**src/addr_mode_defines.vh**
```
`ifndef ADDR_MODE_DEFINES_VH
`define ADDR_MODE_DEFINES_VH
// Addressing mode codes
`define MODE_INHERENT      4'h0
`define MODE_IMMEDIATE     4'h1
`define MODE_DIR_SHORT     4'h2
`define MODE_DIR_LONG      4'h3
`define MODE_IDX_NOOFF     4'h4
`define MODE_IDX_SHORT     4'h5
`define MODE_IDX_LONG      4'h6
`define MODE_IND_SHORT     4'h7
`define MODE_IND_LONG      4'h8
`define MODE_INDIDX_SHORT  4'h9
`define MODE_INDIDX_LONG   4'hA
`define MODE_REL_DIRECT    4'hB
`define MODE_REL_INDIRECT  4'hC
// Instruction groups for long/short legality
`define GRP_LONG_SHORT     2'h0
`define GRP_SHORT_ONLY     2'h1
`define GRP_REL            2'h2
`define GRP_OTHER          2'h3
// Inherent operation codes
`define OP_NONE            2'h0
`define OP_MASK_IRQ        2'h1
`define OP_UNMASK_IRQ      2'h2
// Interrupt mask levels
`define IRQ_LEVEL_MASKED   2'h3
`define IRQ_LEVEL_OPEN     2'h0
`define IRQ_LEVEL_RESET    2'h3
`endif

```
**src/cpu_addressing_mode_decoder.v**
```verilog
// What this block does
// - Inherent: single opcode byte, no operands
// - Immediate: one operand byte after opcode
// - Short direct: one address byte, page zero
// - Long direct: two address bytes, full space
// - Indexed: unsigned sum of index and offset
// - No-offset indexed: index alone is address
// - Short indexed: byte offset plus index, to 1FE
// - Long indexed: word offset plus index
// - Indirect: byte names pointer, operand at pointer
// - Short indirect: byte pointer from page zero
// - Long indirect modes: word pointer, full space
// - Indirect indexed: pointer plus index register
// - Short indirect indexed: byte pointer plus index
// - Load/compare/logic/arith allow long and short
// - Memory-modify, jump, call groups: short only
// - Relative: signed byte added to PC
// - Offset inline, or read via page-zero address
// - Offset measured from next instruction
// - Mask op sets interrupt level three
// - Unmask op sets interrupt level zero
// - Short direct and short indirect reach page zero only
`include "addr_mode_defines.vh"
`default_nettype none
module cpu_addressing_mode_decoder #(
  parameter AW = 16
) (
  input  wire          clk_sys_in,
  input  wire          srst_in,
  input  wire          start_in,
  input  wire [3:0]    mode_in,
  input  wire [1:0]    group_in,
  input  wire [1:0]    inh_op_in,
  input  wire          use_y_in,
  input  wire [7:0]    index_x_in,
  input  wire [7:0]    index_y_in,
  input  wire [AW-1:0] pc_in,
  input  wire          mem_valid_in,
  input  wire [7:0]    mem_data_in,
  output reg           mem_rd_out,
  output reg  [AW-1:0] mem_addr_out,
  output reg           done_out,
  output reg           illegal_out,
  output reg  [7:0]    operand_out,
  output reg           operand_valid_out,
  output reg  [AW-1:0] eff_addr_out,
  output reg           eff_addr_valid_out,
  output reg  [AW-1:0] new_pc_out,
  output reg           pc_load_out,
  output reg  [2:0]    length_out,
  output reg  [1:0]    irq_level_out
);

  localparam ST_IDLE  = 3'h0;
  localparam ST_INL1  = 3'h1;
  localparam ST_INL2  = 3'h2;
  localparam ST_PTR1  = 3'h3;
  localparam ST_PTR2  = 3'h4;
  localparam ST_DONE  = 3'h5;

  reg [2:0]    state_reg;
  reg [2:0]    state_next;
  reg [3:0]    mode_reg;
  reg [7:0]    index_reg;
  reg [AW-1:0] fetch_pc_reg;
  reg [7:0]    hi_reg;
  reg [7:0]    ptr_addr_reg;

  wire [7:0] index_sel = use_y_in ? index_y_in : index_x_in;

  // Number of bytes that follow the opcode
  function [1:0] inline_bytes;
    input [3:0] m;
    begin
      case (m)
        `MODE_INHERENT:     inline_bytes = 2'h0;
        `MODE_IMMEDIATE:    inline_bytes = 2'h1;
        `MODE_DIR_SHORT:    inline_bytes = 2'h1;
        `MODE_DIR_LONG:     inline_bytes = 2'h2;
        `MODE_IDX_NOOFF:    inline_bytes = 2'h0;
        `MODE_IDX_SHORT:    inline_bytes = 2'h1;
        `MODE_IDX_LONG:     inline_bytes = 2'h2;
        `MODE_IND_SHORT:    inline_bytes = 2'h1;
        `MODE_IND_LONG:     inline_bytes = 2'h1;
        `MODE_INDIDX_SHORT: inline_bytes = 2'h1;
        `MODE_INDIDX_LONG:  inline_bytes = 2'h1;
        `MODE_REL_DIRECT:   inline_bytes = 2'h1;
        `MODE_REL_INDIRECT: inline_bytes = 2'h1;
        // Unknown codes are refused before this count is ever used
        default:            inline_bytes = 2'h0;
      endcase
    end
  endfunction

  function is_long;
    input [3:0] m;
    begin
      case (m)
        `MODE_DIR_LONG:    is_long = 1'b1;
        `MODE_IDX_LONG:    is_long = 1'b1;
        `MODE_IND_LONG:    is_long = 1'b1;
        `MODE_INDIDX_LONG: is_long = 1'b1;
        default:           is_long = 1'b0;
      endcase
    end
  endfunction

  function is_memref;
    input [3:0] m;
    begin
      is_memref = (m >= `MODE_DIR_SHORT) && (m <= `MODE_INDIDX_LONG);
    end
  endfunction

  function is_rel;
    input [3:0] m;
    begin
      is_rel = (m == `MODE_REL_DIRECT) || (m == `MODE_REL_INDIRECT);
    end
  endfunction

  // Pointer bytes read from page zero after the inline byte
  function [1:0] ptr_bytes;
    input [3:0] m;
    begin
      case (m)
        `MODE_IND_SHORT:    ptr_bytes = 2'h1;
        `MODE_INDIDX_SHORT: ptr_bytes = 2'h1;
        `MODE_REL_INDIRECT: ptr_bytes = 2'h1;
        `MODE_IND_LONG:     ptr_bytes = 2'h2;
        `MODE_INDIDX_LONG:  ptr_bytes = 2'h2;
        default:            ptr_bytes = 2'h0;
      endcase
    end
  endfunction

  // Each refusal reason apart; long forms belong to the load/compare/logic/arith group only
  wire code_unknown  = (mode_in > `MODE_REL_INDIRECT);
  wire long_in_short = is_long(mode_in) && (group_in != `GRP_LONG_SHORT);
  wire mem_in_rel    = is_memref(mode_in) && (group_in == `GRP_REL);
  wire rel_outside   = is_rel(mode_in) && (group_in != `GRP_REL);
  wire mode_bad      = code_unknown || long_in_short || mem_in_rel || rel_outside;

  // Final address for memory-referencing modes, high byte held in hi_reg
  reg [AW-1:0] final_addr;
  always @* begin
    final_addr = {AW{1'b0}};
    case (mode_reg)
      `MODE_DIR_SHORT:    final_addr = {{(AW-8){1'b0}}, mem_data_in};
      `MODE_DIR_LONG:     final_addr = {hi_reg, mem_data_in};
      `MODE_IDX_SHORT:    final_addr = {{(AW-8){1'b0}}, mem_data_in} +
                                       {{(AW-8){1'b0}}, index_reg};
      `MODE_IDX_LONG:     final_addr = {hi_reg, mem_data_in} +
                                       {{(AW-8){1'b0}}, index_reg};
      `MODE_IND_SHORT:    final_addr = {{(AW-8){1'b0}}, mem_data_in};
      `MODE_IND_LONG:     final_addr = {hi_reg, mem_data_in};
      `MODE_INDIDX_SHORT: final_addr = {{(AW-8){1'b0}}, mem_data_in} +
                                       {{(AW-8){1'b0}}, index_reg};
      `MODE_INDIDX_LONG:  final_addr = {hi_reg, mem_data_in} +
                                       {{(AW-8){1'b0}}, index_reg};
      default:            final_addr = {AW{1'b0}};
    endcase
  end

  // Sign-extended offset byte, so a jump reaches 128 back or 127 ahead of the next PC
  wire [AW-1:0] rel_offset = {{(AW-8){mem_data_in[7]}}, mem_data_in};
  // Address after the byte being taken; the relative origin once the last inline byte is in
  wire [AW-1:0] pc_after   = fetch_pc_reg + {{(AW-1){1'b0}}, 1'b1};

  // Offset read from memory: fetch_pc_reg has already moved past the inline byte
  wire [AW-1:0] rel_target = fetch_pc_reg + rel_offset;

  always @* begin
    state_next = state_reg;
    case (state_reg)
      ST_IDLE: begin
        if (start_in && !mode_bad) begin
          if (inline_bytes(mode_in) == 2'h0) begin
            state_next = ST_DONE;
          end else begin
            state_next = ST_INL1;
          end
        end
      end
      ST_INL1: begin
        if (mem_valid_in) begin
          if (inline_bytes(mode_reg) == 2'h2) begin
            state_next = ST_INL2;
          end else if (ptr_bytes(mode_reg) != 2'h0) begin
            state_next = ST_PTR1;
          end else begin
            state_next = ST_DONE;
          end
        end
      end
      ST_INL2: begin
        if (mem_valid_in) begin
          state_next = ST_DONE;
        end
      end
      ST_PTR1: begin
        if (mem_valid_in) begin
          if (ptr_bytes(mode_reg) == 2'h2) begin
            state_next = ST_PTR2;
          end else begin
            state_next = ST_DONE;
          end
        end
      end
      ST_PTR2: begin
        if (mem_valid_in) begin
          state_next = ST_DONE;
        end
      end
      default: state_next = ST_IDLE;
    endcase
  end

  always @(posedge clk_sys_in) begin
    if (srst_in) begin
      state_reg          <= ST_IDLE;
      mode_reg           <= `MODE_INHERENT;
      index_reg          <= 8'h00;
      fetch_pc_reg       <= {AW{1'b0}};
      hi_reg             <= 8'h00;
      ptr_addr_reg       <= 8'h00;
      mem_rd_out         <= 1'b0;
      mem_addr_out       <= {AW{1'b0}};
      done_out           <= 1'b0;
      illegal_out        <= 1'b0;
      operand_out        <= 8'h00;
      operand_valid_out  <= 1'b0;
      eff_addr_out       <= {AW{1'b0}};
      eff_addr_valid_out <= 1'b0;
      new_pc_out         <= {AW{1'b0}};
      pc_load_out        <= 1'b0;
      length_out         <= 3'h0;
      irq_level_out      <= `IRQ_LEVEL_RESET;
    end else begin
      state_reg          <= state_next;
      done_out           <= 1'b0;
      illegal_out        <= 1'b0;
      operand_valid_out  <= 1'b0;
      eff_addr_valid_out <= 1'b0;
      pc_load_out        <= 1'b0;
      case (state_reg)
        ST_IDLE: begin
          mem_rd_out <= 1'b0;
          if (start_in) begin
            // A refused start leaves every holding register as it was
            if (mode_bad) begin
              illegal_out <= 1'b1;
            end else begin
              mode_reg     <= mode_in;
              index_reg    <= index_sel;
              fetch_pc_reg <= pc_in;
              length_out   <= {1'b0, inline_bytes(mode_in)} + 3'h1;
              if (mode_in == `MODE_INHERENT) begin
                if (inh_op_in == `OP_MASK_IRQ) begin
                  irq_level_out <= `IRQ_LEVEL_MASKED;
                end else if (inh_op_in == `OP_UNMASK_IRQ) begin
                  irq_level_out <= `IRQ_LEVEL_OPEN;
                end
              end else if (mode_in == `MODE_IDX_NOOFF) begin
                eff_addr_out <= {{(AW-8){1'b0}}, index_sel};
                eff_addr_valid_out <= 1'b1;
              end else begin
                mem_rd_out   <= 1'b1;
                mem_addr_out <= pc_in;
              end
            end
          end
        end
        ST_INL1: begin
          if (mem_valid_in) begin
            fetch_pc_reg <= pc_after;
            hi_reg       <= mem_data_in;
            ptr_addr_reg <= mem_data_in;
            if (state_next == ST_INL2) begin
              mem_addr_out <= pc_after;
            end else if (state_next == ST_PTR1) begin
              mem_addr_out <= {{(AW-8){1'b0}}, mem_data_in};
            end else begin
              mem_rd_out <= 1'b0;
              if (mode_reg == `MODE_IMMEDIATE) begin
                operand_out       <= mem_data_in;
                operand_valid_out <= 1'b1;
              end else if (mode_reg == `MODE_REL_DIRECT) begin
                new_pc_out  <= pc_after + rel_offset;
                pc_load_out <= 1'b1;
              end else begin
                eff_addr_out       <= final_addr;
                eff_addr_valid_out <= 1'b1;
              end
            end
          end
        end
        ST_INL2: begin
          if (mem_valid_in) begin
            mem_rd_out         <= 1'b0;
            fetch_pc_reg       <= fetch_pc_reg + {{(AW-1){1'b0}}, 1'b1};
            eff_addr_out       <= final_addr;
            eff_addr_valid_out <= 1'b1;
          end
        end
        ST_PTR1: begin
          if (mem_valid_in) begin
            hi_reg <= mem_data_in;
            if (state_next == ST_PTR2) begin
              // Wraps inside page zero so a pointer never leaves it
              mem_addr_out <= {{(AW-8){1'b0}}, ptr_addr_reg + 8'h01};
            end else begin
              mem_rd_out <= 1'b0;
              if (mode_reg == `MODE_REL_INDIRECT) begin
                new_pc_out  <= rel_target;
                pc_load_out <= 1'b1;
              end else begin
                eff_addr_out       <= final_addr;
                eff_addr_valid_out <= 1'b1;
              end
            end
          end
        end
        ST_PTR2: begin
          if (mem_valid_in) begin
            mem_rd_out         <= 1'b0;
            eff_addr_out       <= final_addr;
            eff_addr_valid_out <= 1'b1;
          end
        end
        ST_DONE: begin
          // Idle again from this edge, so a new start may be taken on the next one
          done_out <= 1'b1;
        end
        default: begin
          mem_rd_out <= 1'b0;
        end
      endcase
    end
  end

endmodule
`default_nettype wire

```
**config.mk**
```make
export PLATFORM = sky130hd
export DESIGN_NAME = cpu_addressing_mode_decoder
export DESIGN_NICKNAME = d
export VERILOG_FILES = /design/src/cpu_addressing_mode_decoder.v
export VERILOG_INCLUDE_DIRS = /design/src /design/src/src
export SDC_FILE = /design/constraint.sdc
export NUM_CORES = 1
export LEC_CHECK = 0
export ABC_AREA = 1
export BUFFER_PORTS_ARGS = -buffer_cell sky130_fd_sc_hd__buf_2
export CAP_MARGIN = 20
export CORE_MARGIN = 1
export CORE_UTILIZATION = 58
export DETAILED_ROUTE_END_ITERATION = 8
export PLACE_DENSITY = 0.87
export SLEW_MARGIN = 20
export SYNTH_ARGS = -nofsm -noshare
export SYNTH_HDL_FRONTEND = slang
export SYNTH_SLANG_ARGS = --single-unit
```
**constraint.sdc**
```tcl
create_clock -name clk_sys_in -period 3.6 [get_ports clk_sys_in]
set_clock_uncertainty 0.2 [all_clocks]
set_input_delay 0.72 -clock clk_sys_in [delete_from_list [all_inputs] [get_ports clk_sys_in]]
set_output_delay 0.72 -clock clk_sys_in [all_outputs]
set_load 0.01 [all_outputs]
```
==> results.toml, run 1 <==
[power]
pwr-share-clk = 0.345
power.internal_uw = 3180
peakVddDrop_mv = 0.387
power-per-cell-area_nw_per_um2 = 561
switching_share = 0.365
p_sw_uw = 1830
p_seq_frac = 0.324
p_comb_frac = 0.331
power.leakage_uw = 0.00435

[route]
drt-total-wl_um = 21600
dr.first_iter.drc_count = 595
route.detailed.wl_per_inst_um = 15.0
drc_errors = 0
vias = 8091
drtAntennaViolNets = 0
first_pass_iters = 9
viasPerCell = 5.62

[critical_path]
cp.arrival_ns = 3.48
r2r_start = "fetch_pc_reg[0]"
crit_top_cell = "nand2_1"
r2r_slack_ns = 0.27
startpoint_type = "flop"
cp-end-kind = "flop"
rr_worst_depth = 17
cpMaxStageDelayCell = "dfxtp_1"
worstPathMaxFanout = 6
cp.required_ns = 3.75
cp_cell_sequence = "ha_1 -> nand4_1 -> nor3_2 -> nand4_1 -> inv_1 -> nand3_1 -> nand2_1 -> nand2_1 -> o21ai_0 -> ha_1 -> a21o_1 -> a31oi_1 -> o21ai_0 -> a21oi_1 -> xor2_1 -> nand2_1 -> a21oi_1"
max_stage_delay_ns = 0.43
path_class = "flop to flop"
r2r_end = "new_pc_out[15]"

[hold_path]
whs_path_depth = 2
hold_start = "operand_out[4]"
hold_path.class = "flop to flop"
hold_path_end = "operand_out[4]"

[floorplanning]
die-area_um2 = 13700
start_util = 0.600
die_x_um = 117
coreArea_um2 = 12800
rows = 41
top_level_ports = 120
die_h_um = 117

[logic_synthesis]
syn-num-nets = 1242
yosys.cell_types.count = 56
synth_area_um2 = 7660
ys_warn_count = 0
syn_avg_cell_area_um2 = 6.65
synth_seq_cells = 115
syn-instance-count = 1153
ys_seq_area_frac = 0.300

[layout]
mostFrequentLayoutCell = "nand2_1"
antenna_cells = 0
final_cell_area_um2 = 8930
drive_above_1_share = 0.172
synthToLayoutAreaGrowth_pct = 16.5
fillCellCount = 1143
layout.nets = 1347
layout_common_cells = "nand2_1, a21oi_1, inv_1"

[cts]
cts_root_buf = "clkbuf_16"
numCtsBuffers = 17
clkSinkCount = 115
cts-resized-gates = 0
htreeDepth = 4
cts_buffer_depth = 2
clkTransAtPathRegs_ns = 0.06
clk_latency_ns = 0.42
post_cts_buffers = 0
cts_hold_buf = 0
cts_tree = "done"

[placement]
gp_congestion = 0.919
dp_slack_ns = 0.262
io_buffers = 119
place_area_um2 = 8320
dpl.hpwl_um = 15800

[status]
outcome = "completed"

[global_route]
grt-ovfl-total = 0
grt_pass1_vias = 7438
track_usage = 0.327
grt_pass1_wl_um = 34400
antenna_found_initial = 0
grt_max_degree = 54

[timing]
worst_pin_slew_ns = 0.732
fmax_ghz = 0.300
min_period_over_period = 0.925
setup_violations = 0
drv_slew = 0
whs_ns = 0.246
relSlewSlack = 0.511
period_needed_ns = 3.33
setup_ws_ns = 0.270
hold_violations = 0

[flow_run]
maxCapViolations = 0
[power by group through the flow]
| stage | registers [µW] | logic (µW) | clock network, µW |
|---|---|---|---|
| 5_1_grt | 1650 | 1850 | 1790 |
| 3_3_place_gp | 1630 | 1590 | 0 |
| 6_report | 1620 | 1660 | 1730 |
| 3_5_place_dp | 1640 | 1620 | 0 |
| 2_1_floorplan | 1660 | 1160 | 0 |
| 4_1_cts | 1620 | 1640 | 1730 |
[through the flow]
stage               power (µW)  setup TNS (ns)  cells   util
global placement          3220               0   1411  0.651
finish                    5010               0   1440  0.699
floorplan                 2820               0   1153      -
global route              5290       -0.000725   1440  0.699
detailed placement        3260               0   1411  0.651
CTS                       4990               0   1440  0.698
[how the worst max path moves through the flow]
stage	from	to	slack [ns]	depth (start not counted)
final	fetch_pc_reg[0]	new_pc_out[15]	0.27	17
after global routing	fetch_pc_reg[0]	new_pc_out[15]	-0.0007	17
after CTS	fetch_pc_reg[0]	new_pc_out[15]	0.24	17
after detailed placement	fetch_pc_reg[0]	new_pc_out[15]	0.26	17
after global placement	fetch_pc_reg[0]	new_pc_out[15]	0.41	17
after floorplan	state_reg[1]	new_pc_out[11]	0.59	16
[Yosys cell counts (all sizes together)]
master / number / share of area
a32o: 2 / 0.0026
o211ai: 6 / 0.0059
dfxtp: 115 / 0.30
buf: 20 / 0.018
xnor2: 10 / 0.011
a21oi: 124 / 0.082
a22o: 2 / 0.0023
a21o: 6 / 0.0059
o21a: 8 / 0.0078
fa: 2 / 0.0052
o2111ai: 1 / 0.0011
o2bb2ai: 3 / 0.0034
o21bai: 4 / 0.0044
nand2: 267 / 0.14
inv: 136 / 0.067
a211oi: 11 / 0.011
a21boi: 2 / 0.0020
nor2: 127 / 0.067
nand4: 12 / 0.014
o21ai: 106 / 0.071
and3: 1 / 0.00082
nand3: 66 / 0.048
clkbuf: 21 / 0.010
a31o: 2 / 0.0023
o22ai: 4 / 0.0033
nor3: 15 / 0.010
nand3b: 2 / 0.0020
o22a: 1 / 0.0011
a31oi: 9 / 0.0073
ha: 34 / 0.056
o211a: 1 / 0.0013
and2: 1 / 0.00082
mux2i: 8 / 0.010
or2: 3 / 0.0024
nor4: 1 / 0.0016
o31ai: 2 / 0.0026
xor2: 18 / 0.021
[cells by family after synthesis]
logic type,Yosys count,share of synthesized area
simple gates,495,0.284
compound gates,294,0.217
buf+inv,177,0.0954
flops,115,0.300
fa+ha+maj,36,0.0607
xor+xnor,28,0.0320
mux,8,0.0105
[critical path: cells and delay by family (launching register included)]
kind	cells	cell delay (ns)
AND/OR/NAND/NOR	7	0.92
AO/OA/AOI/OAI	6	0.88
adder cells (fa/ha/maj)	2	0.55
flip-flops	1	0.43
XOR/XNOR	1	0.17
buffers and inverters	1	0.10
[per-layer routing]
layer / vias up / track usage / routed length [µm]
met5: - / 0 / 0
met4: 0 / 0.214 / 1100
met3: 85 / 0.0659 / 1510
met2: 330 / 0.557 / 10200
met1: 3647 / 0.374 / 8860
li1: 4029 / - / -
[area by class of cell]
cell class,instances,area [µm²],share of cell area
flip-flops and latches,115,2300,0.258
clock inverters,9,131,0.0147
repair buffers,127,656,0.0735
clock buffers,20,467,0.0523
inverters,136,513,0.0575
well taps,172,215,0.0241
multi-input cells,861,4640,0.520
(Power assumes the default switching activity.)
==> inputs of run 2 (changes only) <==
--- a/config.mk
+++ b/config.mk
@@ -6,7 +6,6 @@
 export SDC_FILE = /design/constraint.sdc
 export NUM_CORES = 1
 export LEC_CHECK = 0
-export ABC_AREA = 1
 export BUFFER_PORTS_ARGS = -buffer_cell sky130_fd_sc_hd__buf_2
 export CAP_MARGIN = 20
 export CORE_MARGIN = 1
==> run 2 against run 1 <==
  * Flip-flop and latch count unchanged
  * Clock-buffer cell count increased by 2
  * Combinational power is 7% lower
  * Synthesized area is 0.62% higher
  * Total power decreased by 4.5%
  * Sequential power down 5%
  * Clock power hardly changed
  * Wire length grew 10%
  * Critical path type unchanged
==> results.toml, run 2 <==
[timing]
whs_ns = 0.253
tns_ns = 0
relSlewSlack = 0.427
min_period_over_period = 0.951
drv_slew = 0
hold_violations = 0
worst_pin_slew_ns = 0.858
setup_violations = 0
fmax_ghz = 0.292
period_needed_ns = 3.42

[global_route]
use_met1 = 0.455
grt_max_degree = 63
grt-ovfl-total = 0
grt_pass1_wl_um = 37300
grt_util_met3 = 0.100
top_usage_layer = "met2"
use_met2 = 0.550
track_usage = 0.355
antenna_found_initial = 0
grt_pass1_vias = 7455

[floorplanning]
die_x_um = 117
coreArea_um2 = 12800
die_h_um = 117
start_util = 0.604
top_level_ports = 120
rows = 41
die-area_um2 = 13800

[power]
power.internal_uw = 3070
p_comb_frac = 0.323
pwr-share-clk = 0.356
p_sw_uw = 1710
p_seq_frac = 0.321
power.leakage_uw = 0.00377
peakVddDrop_mv = 0.362
power-per-cell-area_nw_per_um2 = 526
switching_share = 0.358

[critical_path]
startpoint_type = "flop"
rr_worst_depth = 11
cp.arrival_ns = 3.59
cp.required_ns = 3.77
r2r_slack_ns = 0.18
r2r_start = "state_reg[2]"
r2r_end = "new_pc_out[12]"
cp-end-kind = "flop"
worstPathMaxFanout = 6
path_class = "flop to flop"

[hold_path]
hold_start = "eff_addr_out[14]"
hold_path.class = "flop to flop"
whs_path_depth = 2
hold_path_end = "eff_addr_out[14]"

[logic_synthesis]
synthArstFlopShare = 0
yosysTopAreaCell = "dfxtp_1"
yosys.cell_types.count = 75
syn_avg_cell_area_um2 = 7.75
ys_warn_count = 0
syn-num-nets = 1084
yosys.area_share.simple = 0.226
yosys_most_used_dff = "dfxtp_1"
synth_xor_area_frac = 0.0534
yosysMostFrequentCell = "nand2_1"
ys_seq_area_frac = 0.299
synth_top_cell_area_share = 0.299
synth_compound_area_frac = 0.277
synth_top_family_by_area = "compound AO/OA/AOI/OAI gates"
synth_edf_count = 0
synth.area.top_cells = "dfxtp_1, a21oi_1, nand2_1"
synthAdderAreaFrac = 0.0617
syn-instance-count = 995
synthTopCellsByCount = "nand2_1, dfxtp_1, a21oi_1"
synth_mux_area_frac = 0.0329
synth_seq_cells = 115
synth_area_um2 = 7710

[route]
drt-total-wl_um = 23900
drc_errors = 0
vias = 8336
dr.first_iter.drc_count = 1065
first_pass_iters = 6
viasPerCell = 6.50
route.detailed.wl_per_inst_um = 18.6
drtAntennaViolNets = 0

[layout]
synthToLayoutAreaGrowth_pct = 18.1
final_cell_area_um2 = 9110
fillCellCount = 1008
drive_above_1_share = 0.189
mostFrequentLayoutCell = "buf_2"
antenna_cells = 0
layout_common_cells = "buf_2, nand2_1, dfxtp_1"
layout.nets = 1187

[cts]
cts_tree = "done"
htreeDepth = 4
clkSinkCount = 115
cts_hold_buf = 0
numCtsBuffers = 17
clkTransAtPathRegs_ns = 0.06
clk_latency_ns = 0.42
post_cts_buffers = 0
cts_root_buf = "clkbuf_16"
cts_buffer_depth = 2

[placement]
place_area_um2 = 8500
io_buffers = 119
gp_congestion = 0.947
dpl.hpwl_um = 16500

[flow_run]
maxCapViolations = 0

[status]
outcome = "completed"
[run 2: how the worst max path moves through the flow]
stage                         start         endpoint  slack (ns)  cells past startpoint
floorplan              state_reg[1]   new_pc_out[11]        0.29                     13
global placement         mode_in[0]  mem_addr_out[1]        0.25                      9
detailed placement       mode_in[0]  mem_addr_out[0]        0.15                      9
CTS                 fetch_pc_reg[0]   new_pc_out[11]        0.14                     11
global route        fetch_pc_reg[0]   new_pc_out[13]       -0.03                     13
finish                 state_reg[2]   new_pc_out[12]        0.18                     11
[run 2: layout make-up]
| type | instances | area, µm² | area share |
|---|---|---|---|
| well taps | 172 | 215 | 0.0236 |
| multi-input cells | 788 | 5040 | 0.554 |
| clock inverters | 10 | 131 | 0.0144 |
| flip-flops and latches | 115 | 2300 | 0.253 |
| inverters | 21 | 78.8 | 0.00866 |
| repair buffers | 155 | 881 | 0.0967 |
| clock buffers | 22 | 454 | 0.0499 |
[run 2: what timing repair did]
item                                   4_1_cts  5_1_grt
setup endpoints to repair                    0        4
endpoints found under the hold margin        0        0
resized for setup                            0        5
[run 2: per-stage QoR]
step	worst slack, ns	util	std cells	total power (µW)
detailed placement	0.146	0.665	1251	3030
floorplan	0.285	-	995	2580
global placement	0.246	0.665	1251	3000
finish	0.178	0.713	1283	4790
global route	-0.0312	0.713	1283	5010
CTS	0.142	0.711	1283	4740
[run 2: logic make-up (layout without fill, tap and decap cells)]
family	after synthesis	after routing
buf+inv	92	208
xor+xnor	47	47
compound gates	321	321
mux	25	25
flops	115	115
simple gates	358	358
fa+ha+maj	37	37
[run 2: critical path, cell delays in order (launching register included)]
cell and delay, ns:
dfxtp_1 0.33, nand2b_1 0.17, nor2_1 0.42, xnor2_1 0.18, ha_1 0.26, fa_1 0.42
a21oi_1 0.26, o211ai_1 0.20, a21boi_0 0.30, o21ai_0 0.17, nor4b_1 0.29, a311o_1 0.16
[run 2: power groups by stage]
stage / Combinational, µW / Clock, µW / Sequential, µW
global placement: 1450 / 0 / 1550
detailed placement: 1480 / 0 / 1550
finish: 1550 / 1710 / 1540
floorplan: 1060 / 0 / 1520
global route: 1680 / 1780 / 1550
CTS: 1500 / 1710 / 1530
[run 2: per-layer routing]
metal	share of wire	wire length (µm)
met1	0.41	9820
met4	0.041	981
met5	0	0
met2	0.44	10600
met3	0.10	2470
